$ cat config.mk
export PLATFORM = sky130hd
export DESIGN_NAME = init_status_config_regs
export DESIGN_NICKNAME = d
export VERILOG_FILES = /design/src/init_status_pkg.sv /design/src/init_status_config_regs.sv
export SDC_FILE = /design/constraint.sdc
export NUM_CORES = 1
export LEC_CHECK = 0
export ABC_CLOCK_PERIOD_IN_PS = 3600
export BUFFER_PORTS_ARGS = -buffer_cell sky130_fd_sc_hd__buf_2
export CAP_MARGIN = 5
export CORE_ASPECT_RATIO = 1.2
export CORE_MARGIN = 2
export CORE_UTILIZATION = 55
export CTS_CLUSTER_SIZE = 14
export DETAILED_ROUTE_END_ITERATION = 10
export PLACE_DENSITY_LB_ADDON = 0.15
export SLEW_MARGIN = 10
export SYNTH_ARGS = -nofsm -noshare
export SYNTH_HDL_FRONTEND = slang
export SYNTH_SLANG_ARGS = --single-unit
export TNS_END_PERCENT = 10
$ cat constraint.sdc
create_clock -name sys_clk_i -period 3.6 [get_ports sys_clk_i]
set_input_delay 0.18 -clock sys_clk_i [delete_from_list [all_inputs] [get_ports sys_clk_i]]
set_output_delay 0.18 -clock sys_clk_i [all_outputs]
set_load 0.01 [all_outputs]
$ cat src/init_status_pkg.sv
// Package: offsets, fields, reset values and types for the init/status register bank
package init_status_pkg;

	// ------------------------------------------------------------
	// Register offsets (byte addresses)
	// ------------------------------------------------------------
	localparam logic [7:0] OFF_ENGINE_STATUS  = 8'h00;
	localparam logic [7:0] OFF_HOST_BUS_INIT  = 8'h04;
	localparam logic [7:0] OFF_PROC_MONITOR   = 8'h08;
	localparam logic [7:0] OFF_TILE_APERTURE  = 8'h0c;
	localparam logic [7:0] OFF_MISC_INIT_A    = 8'h10;
	localparam logic [7:0] OFF_MISC_INIT_B    = 8'h14;
	localparam logic [7:0] OFF_MEMORY_INIT_A  = 8'h18;
	localparam logic [7:0] OFF_MEMORY_INIT_B  = 8'h1c;
	localparam logic [7:0] OFF_ACCEL_PORT     = 8'h20;
	localparam logic [7:0] OFF_TEX_CACHE      = 8'h24;
	localparam logic [7:0] OFF_LEGACY_DISP_A  = 8'h28;
	localparam logic [7:0] OFF_LEGACY_DISP_B  = 8'h2c;
	localparam logic [7:0] OFF_BLIT_COMMAND   = 8'h30;
	localparam logic [7:0] OFF_BLIT_SRC_BASE  = 8'h34;
	localparam logic [7:0] OFF_STRAP_READBACK = 8'h38;
	localparam logic [7:0] OFF_IMPEDANCE      = 8'h48;

	// ------------------------------------------------------------
	// Reset values
	// ------------------------------------------------------------
	localparam logic [31:0] RST_HOST_BUS_INIT = 32'h01800040;
	localparam logic [31:0] RST_PROC_MONITOR  = 32'h40000000;
	localparam logic [28:0] RST_TILE_CONTROL  = 29'h000a2200;
	localparam logic [28:0] RST_TILE_COMPARE  = 29'h00000000;
	localparam logic [31:0] RST_PLAIN         = 32'h00000000;

	// ------------------------------------------------------------
	// Field positions and masks
	// ------------------------------------------------------------
	localparam int          HOST_FIFO_DEPTH   = 32;
	localparam logic [4:0]  FREE_WHEN_EMPTY   = 5'h1f;
	localparam logic [31:0] HBI_WRITE_MASK    = 32'h1fffffff;  // Bits 31:29 reserved
	localparam int          HBI_PRIO_BIT      = 26;
	localparam int          HBI_TIMEOUT_LO    = 27;
	localparam int          HBI_GROUP_LO      = 20;
	localparam int          PSM_CLR_N_BIT     = 28;
	localparam int          PSM_NOR_BIT       = 29;
	localparam int          PSM_EN_BIT        = 30;
	localparam int          TAC_RSEL_BIT      = 29;
	localparam int          TAC_UPD_ONLY_BIT  = 30;
	localparam int          TAC_WSEL_BIT      = 31;
	localparam logic [31:0] TILE_CTRL_MASK    = 32'h01ffffff;  // 28:25 reserved
	localparam logic [31:0] TILE_CMP_MASK     = 32'h0000ffff;  // 28:16 reserved

	// Flush timeout in memory clocks per encoding
	localparam logic [8:0] FLUSH_CLK_0 = 9'h040;  // 64
	localparam logic [8:0] FLUSH_CLK_1 = 9'h080;  // 128
	localparam logic [8:0] FLUSH_CLK_2 = 9'h0c4;  // 196
	localparam logic [8:0] FLUSH_CLK_3 = 9'h100;  // 256

	// ------------------------------------------------------------
	// Types
	// ------------------------------------------------------------
	typedef struct packed {
		logic        write;   // One-cycle write strobe
		logic        read;    // One-cycle read strobe
		logic [7:0]  addr;    // Byte address
		logic [31:0] wdata;   // Write data
	} reg_req_t;

	typedef struct packed {
		logic [4:0] host_fifo_free;   // Free entries in host FIFO
		logic       host_fifo_busy;   // Host FIFO busy
		logic       vretrace_active;  // Monitor retrace active
		logic       render_busy;      // Pixel render engine busy
		logic       texture_busy;     // Texture unit incl. FIFOs busy
		logic       other_busy;       // Any other internal unit busy
		logic       blit_busy;        // 2D engine busy
		logic [1:0] cmd_fifo_busy;    // Command FIFOs 1:0 busy
		logic [1:0] tex_unit_busy;    // Texture mapping units 1:0 busy
	} engine_state_t;

	typedef struct packed {
		logic       high_priority;    // Host/command fb accesses high priority
		logic [5:0] group_count;      // Accesses grouped before push
		logic [8:0] flush_clocks;     // Memory clocks before flush
		logic [4:0] low_water;        // Host FIFO low-water mark
	} bus_tuning_t;

endpackage : init_status_pkg

$ cat src/init_status_config_regs.sv
// Init and status register bank behind the host register port
`timescale 1ns/100ps
// What this block does
// - Status write clears interrupts, data ignored
// - Bits 4:0 free entries, bit 5 busy
// - Bit 6 low during retrace, resets 1
// - Bit 7 render engine busy only
// - Bit 8 whole texture unit busy
// - Bit 9 any unit active
// - Bits 14:10 2D, cmd fifos, texture units busy
// - Bits 30:28 count pending buffer swaps
// - Retrace interrupt sets bit 31, interrupt line
// - Host bus init RW, resets 0x01800040
// - Bits 28:27 choose flush timeout clocks
// - Bits 25:20 access grouping count, default 0x18
// - Bit 26 raises host/command memory priority
// - Monitor: reference count, oscillator count fields
// - Monitor: clear_n, ring select, enable bits
// - Monitor RW, resets 0x40000000
// - Tile write: selector 0 control, 2 compare
// - Tile read: select, then read back
// - Bit 30 write updates only read select
// - Stored bit 29 picks read register
module init_status_config_regs #(
	parameter int FREE_W = 5              // Width of free-space field
) (
	input  wire logic                          sys_clk_i,        // 100 MHz graphics clock
	input  wire logic                          rst_i,            // Sync reset, active high
	input  wire init_status_pkg::reg_req_t     req_i,            // Register access
	output logic [31:0]                        rdata_o,          // Read data, registered
	output logic                               rvalid_o,         // Read data valid pulse
	input  wire init_status_pkg::engine_state_t state_i,         // Engine activity flags
	input  wire logic                          retrace_irq_i,    // Retrace interrupt event
	input  wire logic                          swap_arrive_i,    // Swap command received
	input  wire logic                          swap_done_i,      // Swap completed
	input  wire logic                          ring_tick_i,      // Ring oscillator edge pulse
	output logic                               host_irq_o,       // Interrupt to host
	output logic                               ring_nor_sel_o,   // Ring select 0 nand 1 nor
	output logic                               ring_enable_o,    // Ring oscillator enable
	output init_status_pkg::bus_tuning_t       tuning_o,         // Decoded host bus tuning
	output logic [28:0]                        tile_control_o,   // Tile control value
	output logic [28:0]                        tile_compare_o    // Tile compare value
);

	// ------------------------------------------------------------
	// Storage
	// ------------------------------------------------------------
	logic [31:0] host_bus_init_q;    // Host bus tuning register
	logic [31:0] monitor_ctrl_q;     // Monitor control bits 30:28
	logic [15:0] ref_count_q;        // Reference counter
	logic [11:0] osc_count_q;        // Oscillator-driven counter
	logic [28:0] tile_control_q;     // Tile control
	logic [28:0] tile_compare_q;     // Tile compare
	logic        tile_rsel_q;        // Read select bit
	logic [2:0]  swap_pend_q;        // Pending swaps
	logic        irq_q;              // Interrupt flag
	logic [31:0] plain_q [0:11];     // Plain init registers, indexed; entries 8 and 9 write-only
	logic [31:0] rdata_q;            // Read data flop
	logic        rvalid_q;           // Read valid flop
	logic [31:0] status_w;           // Assembled status word

	// Write strobe for a given offset
	function automatic logic wr_hit(input logic [7:0] off);
		return req_i.write && (req_i.addr == off);
	endfunction : wr_hit

	// Index of a plain register, 4'hf when none
	function automatic logic [3:0] plain_index(input logic [7:0] a);
		unique case (a)
			init_status_pkg::OFF_MISC_INIT_A:    return 4'h0;
			init_status_pkg::OFF_MISC_INIT_B:    return 4'h1;
			init_status_pkg::OFF_MEMORY_INIT_A:  return 4'h2;
			init_status_pkg::OFF_MEMORY_INIT_B:  return 4'h3;
			init_status_pkg::OFF_ACCEL_PORT:     return 4'h4;
			init_status_pkg::OFF_TEX_CACHE:      return 4'h5;
			init_status_pkg::OFF_LEGACY_DISP_A:  return 4'h6;
			init_status_pkg::OFF_LEGACY_DISP_B:  return 4'h7;
			init_status_pkg::OFF_BLIT_COMMAND:   return 4'h8;
			init_status_pkg::OFF_BLIT_SRC_BASE:  return 4'h9;
			init_status_pkg::OFF_STRAP_READBACK: return 4'ha;
			init_status_pkg::OFF_IMPEDANCE:      return 4'hb;
			default:                             return 4'hf;
		endcase
	endfunction : plain_index

	// ------------------------------------------------------------
	// Status word
	// ------------------------------------------------------------
	// Live flags plus the swap_pend_q and irq_q flops; reserved 27:15 forced low
	always_comb begin
		status_w        = 32'h00000000;
		status_w[FREE_W-1:0] = state_i.host_fifo_free;
		status_w[5]     = state_i.host_fifo_busy;
		status_w[6]     = ~state_i.vretrace_active;
		status_w[7]     = state_i.render_busy;
		status_w[8]     = state_i.texture_busy;
		// Any activity anywhere, including FIFO occupancy
		status_w[9]     = state_i.render_busy | state_i.texture_busy
			| state_i.host_fifo_busy | state_i.blit_busy
			| (|state_i.cmd_fifo_busy) | (|state_i.tex_unit_busy)
			| state_i.other_busy
			| (state_i.host_fifo_free != init_status_pkg::FREE_WHEN_EMPTY);
		status_w[10]    = state_i.blit_busy;
		status_w[12:11] = state_i.cmd_fifo_busy;
		status_w[14:13] = state_i.tex_unit_busy;
		status_w[30:28] = swap_pend_q;
		status_w[31]    = irq_q;
	end

	// ------------------------------------------------------------
	// Interrupt flag
	// ------------------------------------------------------------
	// A new event in the clearing cycle wins, so none is lost
	always_ff @(posedge sys_clk_i) begin
		if (rst_i) begin
			irq_q <= 1'b0;
		end else if (retrace_irq_i) begin
			irq_q <= 1'b1;
		end else if (wr_hit(init_status_pkg::OFF_ENGINE_STATUS)) begin
			irq_q <= 1'b0;
		end
	end

	assign host_irq_o = irq_q;

	// ------------------------------------------------------------
	// Swap pending counter
	// ------------------------------------------------------------
	// Simultaneous arrive and done cancel; saturates at both ends
	always_ff @(posedge sys_clk_i) begin
		if (rst_i) begin
			swap_pend_q <= 3'h0;
		end else if (swap_arrive_i && !swap_done_i && swap_pend_q != 3'h7) begin
			swap_pend_q <= swap_pend_q + 3'h1;
		end else if (swap_done_i && !swap_arrive_i && swap_pend_q != 3'h0) begin
			swap_pend_q <= swap_pend_q - 3'h1;
		end
	end

	// ------------------------------------------------------------
	// Host bus init register
	// ------------------------------------------------------------
	always_ff @(posedge sys_clk_i) begin
		if (rst_i) begin
			host_bus_init_q <= init_status_pkg::RST_HOST_BUS_INIT;
		end else if (wr_hit(init_status_pkg::OFF_HOST_BUS_INIT)) begin
			// Low-water value taken as written; keeping it sane is software's job
			host_bus_init_q <= req_i.wdata & init_status_pkg::HBI_WRITE_MASK;
		end
	end

	// Decoded tuning outputs
	always_comb begin
		tuning_o.high_priority = host_bus_init_q[init_status_pkg::HBI_PRIO_BIT];
		tuning_o.group_count   = host_bus_init_q[init_status_pkg::HBI_GROUP_LO +: 6];
		tuning_o.low_water     = host_bus_init_q[6:2];
		unique case (host_bus_init_q[init_status_pkg::HBI_TIMEOUT_LO +: 2])
			2'h0: tuning_o.flush_clocks = init_status_pkg::FLUSH_CLK_0;
			2'h1: tuning_o.flush_clocks = init_status_pkg::FLUSH_CLK_1;
			2'h2: tuning_o.flush_clocks = init_status_pkg::FLUSH_CLK_2;
			2'h3: tuning_o.flush_clocks = init_status_pkg::FLUSH_CLK_3;
		endcase
	end

	// ------------------------------------------------------------
	// Process speed monitor
	// ------------------------------------------------------------
	// Control bits only; counter fields are read-only
	always_ff @(posedge sys_clk_i) begin
		if (rst_i) begin
			monitor_ctrl_q <= init_status_pkg::RST_PROC_MONITOR;
		end else if (wr_hit(init_status_pkg::OFF_PROC_MONITOR)) begin
			monitor_ctrl_q <= {1'b0, req_i.wdata[30:28], 28'h0000000};
		end
	end

	// Reference counter on the graphics clock, counts while enabled
	always_ff @(posedge sys_clk_i) begin
		if (rst_i) begin
			ref_count_q <= 16'h0000;
		end else if (monitor_ctrl_q[init_status_pkg::PSM_EN_BIT]) begin
			ref_count_q <= ref_count_q + 16'h0001;
		end
	end

	// Oscillator counter; the ring edge arrives already as a pulse here
	always_ff @(posedge sys_clk_i) begin
		if (rst_i) begin
			osc_count_q <= 12'h000;
		end else if (!monitor_ctrl_q[init_status_pkg::PSM_CLR_N_BIT]) begin
			osc_count_q <= 12'h000;
		end else if (monitor_ctrl_q[init_status_pkg::PSM_EN_BIT] && ring_tick_i) begin
			osc_count_q <= osc_count_q + 12'h001;
		end
	end

	assign ring_nor_sel_o = monitor_ctrl_q[init_status_pkg::PSM_NOR_BIT];
	assign ring_enable_o  = monitor_ctrl_q[init_status_pkg::PSM_EN_BIT];

	// ------------------------------------------------------------
	// Tile aperture pair
	// ------------------------------------------------------------
	// Bit 30 set: only the read select moves
	always_ff @(posedge sys_clk_i) begin
		if (rst_i) begin
			tile_rsel_q <= 1'b0;
		end else if (wr_hit(init_status_pkg::OFF_TILE_APERTURE)
				&& req_i.wdata[init_status_pkg::TAC_UPD_ONLY_BIT]) begin
			tile_rsel_q <= req_i.wdata[init_status_pkg::TAC_RSEL_BIT];
		end
	end

	// Bit 31 picks which of the pair a data write lands in
	always_ff @(posedge sys_clk_i) begin
		if (rst_i) begin
			tile_control_q <= init_status_pkg::RST_TILE_CONTROL;
			tile_compare_q <= init_status_pkg::RST_TILE_COMPARE;
		end else if (wr_hit(init_status_pkg::OFF_TILE_APERTURE)
				&& !req_i.wdata[init_status_pkg::TAC_UPD_ONLY_BIT]) begin
			if (!req_i.wdata[init_status_pkg::TAC_WSEL_BIT]) begin
				tile_control_q <= req_i.wdata[28:0]
					& init_status_pkg::TILE_CTRL_MASK[28:0];
			end else begin
				tile_compare_q <= req_i.wdata[28:0]
					& init_status_pkg::TILE_CMP_MASK[28:0];
			end
		end
	end

	assign tile_control_o = tile_control_q;
	assign tile_compare_o = tile_compare_q;

	// ------------------------------------------------------------
	// Plain init registers
	// ------------------------------------------------------------
	// Stored as written; their fields belong to other blocks
	always_ff @(posedge sys_clk_i) begin
		if (rst_i) begin
			for (int i = 0; i < 12; i++) begin
				plain_q[i] <= init_status_pkg::RST_PLAIN;
			end
		end else if (req_i.write && plain_index(req_i.addr) != 4'hf) begin
			plain_q[plain_index(req_i.addr)] <= req_i.wdata;
		end
	end

	// ------------------------------------------------------------
	// Read path
	// ------------------------------------------------------------
	// One cycle of latency; unmapped and write-only offsets read zero
	always_ff @(posedge sys_clk_i) begin
		if (rst_i) begin
			rdata_q  <= 32'h00000000;
			rvalid_q <= 1'b0;
		end else begin
			rvalid_q <= req_i.read;
			if (req_i.read) begin
				unique case (req_i.addr)
					init_status_pkg::OFF_ENGINE_STATUS: rdata_q <= status_w;
					init_status_pkg::OFF_HOST_BUS_INIT: rdata_q <= host_bus_init_q;
					init_status_pkg::OFF_PROC_MONITOR:
						rdata_q <= monitor_ctrl_q | {4'h0, osc_count_q, ref_count_q};
					init_status_pkg::OFF_TILE_APERTURE:
						rdata_q <= tile_rsel_q ? {3'h0, tile_compare_q}
							: {3'h0, tile_control_q};
					init_status_pkg::OFF_BLIT_COMMAND,
					init_status_pkg::OFF_BLIT_SRC_BASE:  rdata_q <= 32'h00000000;
					default: begin
						if (plain_index(req_i.addr) != 4'hf) begin
							rdata_q <= plain_q[plain_index(req_i.addr)];
						end else begin
							rdata_q <= 32'h00000000;
						end
					end
				endcase
			end
		end
	end

	assign rdata_o  = rdata_q;
	assign rvalid_o = rvalid_q;

endmodule : init_status_config_regs

==> qor.txt <==
Yosys warnings: 0
register area: 13600 sq um
Die X: 190 um
Data arrival, critical path: 3180 ps
Worst-Margin Slew: 1160 ps
FFs w/ async S/R, synth: 0
DR vias: 17600
area of the multi-input gates: 8450 sq um
Sw Share: 0.224
Clk pwr share: 0.425
Final Hold Vio Count: 0
number of cells after detailed placement: 2703
Final Skew: 17.2 ps
Cell Area, Synth: 22900 sq um
max-cap violations: 0
number of global-route vias before repair: 16600
Internal: 9.65 mW
fmax: 0.336 GHz
first-pass GRT wire length: 105 mm
synthesized area per cell: 10.8 sq um
fin util: 0.635
Starting Density: 0.559
gr usage total: 0.329
cell count after synthesis: 2124
maximum number of pins on one net before global-route repair: 155
R2R Path Start: tile_rsel_q
WL final: 71.8 mm
Min-Delay Endpoint: host_bus_init_q[12]
Filler cells: 3224
status: complete, no violations
post-place setup slack: 124 ps
register share of total power: 0.522
placer's final routability congestion estimate: 0.945
critical setup path kind: primary input to flop
Final WS setup: 628 ps
clk_lat worst skew: 580 ps
Top FF cell, synth: edfxtp_1
HP Start: req_i[12]
DP HPWL: 46.8 mm
Avg WL per Cell: 25.5 um
Ports: 178
PD cells: 478 nW/um^2
Clock Tree Root: clkbuf_16
CTS Buf Count: 50
Overall Power: 12.4 mW
vias per std cell: 6.23
Clock Tree Buf Depth: 3
part of the cycle the worst path needs: 0.826
Sw Pwr: 2.79 mW
Final Max Slew Viols: 0
top post-synthesis cells by area: edfxtp_1 (47%), dfxtp_1 (12%), and2_1 (9.9%), nor2_1 (3.5%), nand2_1 (3.3%)
Gates resized, CTS repair: 0
largest area contributor in the netlist: edfxtp_1
CTS tree: done
Worst EP required: 3810 ps
hold path depth: 3
drc violations: 0
RR Endpoint: rdata_o[6]
initial antenna violation count: 5
Iteration-0 DRC Markers: 1836
GRT overflow: 0
synthesized flop and latch total: 500
post-synth top area share: 0.474
Fin Setup TNS: 0 ps
endpoints failing setup: 0
Worst setup EP type: flop
port bufs: 155
Die ar.: 43300 sq um
Relative slew margins: 0.225
crit path launch type: primary input
Site Rows: 81
Comb pwr share: 0.053
Pre-antenna DRT Iters: 5
Yosys cell types: 80
Clk pin slew, worst setup/hold paths: 60 ps
TritonCTS Sinks: 500
share of cells above drive strength 1: 0.159
R2R Setup Slk: 1430 ps
RSZ-0062 raised after global routing: no
sequential share of the synthesized area: 0.595
H-tree depth reported by CTS: 2
Layout Cells excl Fill: 2818
fin crit period: 2970 ps
Area Growth Syn to Fin: 13.7%
Die Height: 227 um
nets@finish: 2306
Crit Path Max Fanout: 28
cells on worst reg2reg path: 6
Max VDD drop: 0.373 mV
Core Footprint: 40900 sq um
Hold Path Class: primary input to flop
number of flops mapped to enable cells by yosys: 361
Pleak: 9.51 nW
ANT nets after route: 0
==> flip-flops by register name, summed over array words and instances (netlist names) <==
| signal | cells |
|---|---|
| tile_control_o | 25 |
| ref_count_q | 16 |
| host_bus_init_q | 29 |
| tile_compare_o | 16 |
| host_irq_o | 1 |
| tile_rsel_q | 1 |
| osc_count_q | 12 |
| plain_q | 361 |
| monitor_ctrl_q | 3 |
| rdata_o | 32 |
| rvalid_o | 1 |
| swap_pend_q | 3 |
==> power by group through the flow <==
stage	combinational [mW]	sequential, mW	clock, mW
final	0.662	6.49	5.29
after CTS	0.648	6.49	5.31
after global routing	0.700	6.51	5.52
after detailed placement	0.627	6.61	0
after floorplan	0.355	6.58	0
after global placement	0.617	6.60	0
==> cell usage in the layout, fill, tap and decap left out, types with 14 or more instances in the layout <==
| master | Yosys | layout |
|---|---|---|
| a21oi_1 | 99 | 99 |
| and2_1 | 364 | 364 |
| and3_1 | 19 | 19 |
| buf_2 | 16 | 154 |
| buf_4 | 34 | 65 |
| clkbuf_16 | 0 | 53 |
| conb_1 | 1 | 22 |
| dfxtp_1 | 139 | 139 |
| dlygate4sd3_1 | 0 | 21 |
| edfxtp_1 | 361 | 361 |
| mux2i_1 | 50 | 50 |
| nand2_1 | 199 | 198 |
| nand3_1 | 27 | 27 |
| nor2_1 | 213 | 201 |
| nor3_1 | 35 | 33 |
| nor4_1 | 15 | 15 |
| o211ai_1 | 14 | 14 |
| o21ai_0 | 42 | 42 |
| o221ai_1 | 28 | 28 |
| o22ai_1 | 77 | 77 |
| or2_2 | 14 | 14 |
| or3_1 | 17 | 17 |
| xor2_1 | 20 | 20 |
==> synth_stat cells (16+ instances only) <==
cell	count
buf_2	16
clkbuf_1	147
dfxtp_1	139
nor2_1	213
and2_1	364
xor2_1	20
o21ai_0	42
o221ai_1	28
nor3_1	35
and3_1	19
a21oi_1	99
nand3_1	27
or3_1	17
mux2i_1	50
o22ai_1	77
nand2_1	199
buf_4	34
edfxtp_1	361
==> worst max-delay path: stages <==
cell and delay (ps):
dlygate4sd3_1 530, buf_2 200, nor2b_1 400, nand2_1 290
nor2_2 840, or2_2 720
==> kinds of logic (layout without fill, tap and decap cells) <==
family | count (synthesis) | in the layout | synth area share
muxes | 54 | 54 | 0.0243
xor gates and xnor gates | 27 | 27 | 0.0103
adders and majority gates | 6 | 6 | 0.00361
and+or+nand+nor | 956 | 956 | 0.217
AOI/OAI and AO/OA | 367 | 367 | 0.108
buffers and inverters | 213 | 345 | 0.0420
other | 1 | 24 | 0.000164
DFF | 500 | 500 | 0.595
==> worst max path at each step <==
| stage | startpoint | to | depth (start not counted) |
|---|---|---|---|
| 3_5_place_dp | req_i[34] | plain_q[8][1] | 8 |
| 6_report | req_i[41] | plain_q[8][1] | 6 |
| 2_1_floorplan | req_i[38] | plain_q[0][0] | 9 |
| 4_1_cts | req_i[41] | plain_q[8][1] | 6 |
| 3_3_place_gp | req_i[33] | plain_q[8][14] | 7 |
| 5_1_grt | req_i[41] | plain_q[8][1] | 6 |
==> per-layer routing <==
metal / wire length, um / vias up / track usage
li1: - / 7729 / -
met1: 28200 / 8612 / 0.437
met2: 33500 / 1051 / 0.532
met3: 7680 / 162 / 0.0735
met4: 2420 / 4 / 0.120
met5: 28 / - / 0
==> metrics by stage <==
stage               area [sq um]  hold slack [ps]
detailed placement         24100              398
global route               26000             24.4
floorplan                  23000              297
global placement           24100              388
CTS                        26000           0.0780
finish                     26000             13.2
==> what timing repair did <==
action / in CTS / in global routing
endpoints found under the setup margin: 0 / 0
hold endpoints to repair: 28 / 0
hold buffers: 21 / 0
buffers inserted: 0 / 0
==> area by class of cell <==
class                      instances  share of cell area
tap                              539              0.0259
clock buffer                      68              0.0551
inverter                           7             0.00101
antenna                            2            0.000192
sequential                       500               0.524
multi-input combinational       1432               0.325
timing repair buffer             246              0.0611
clock inverter                    24             0.00846
No activity file was read; power rests on OpenSTA's default activity.
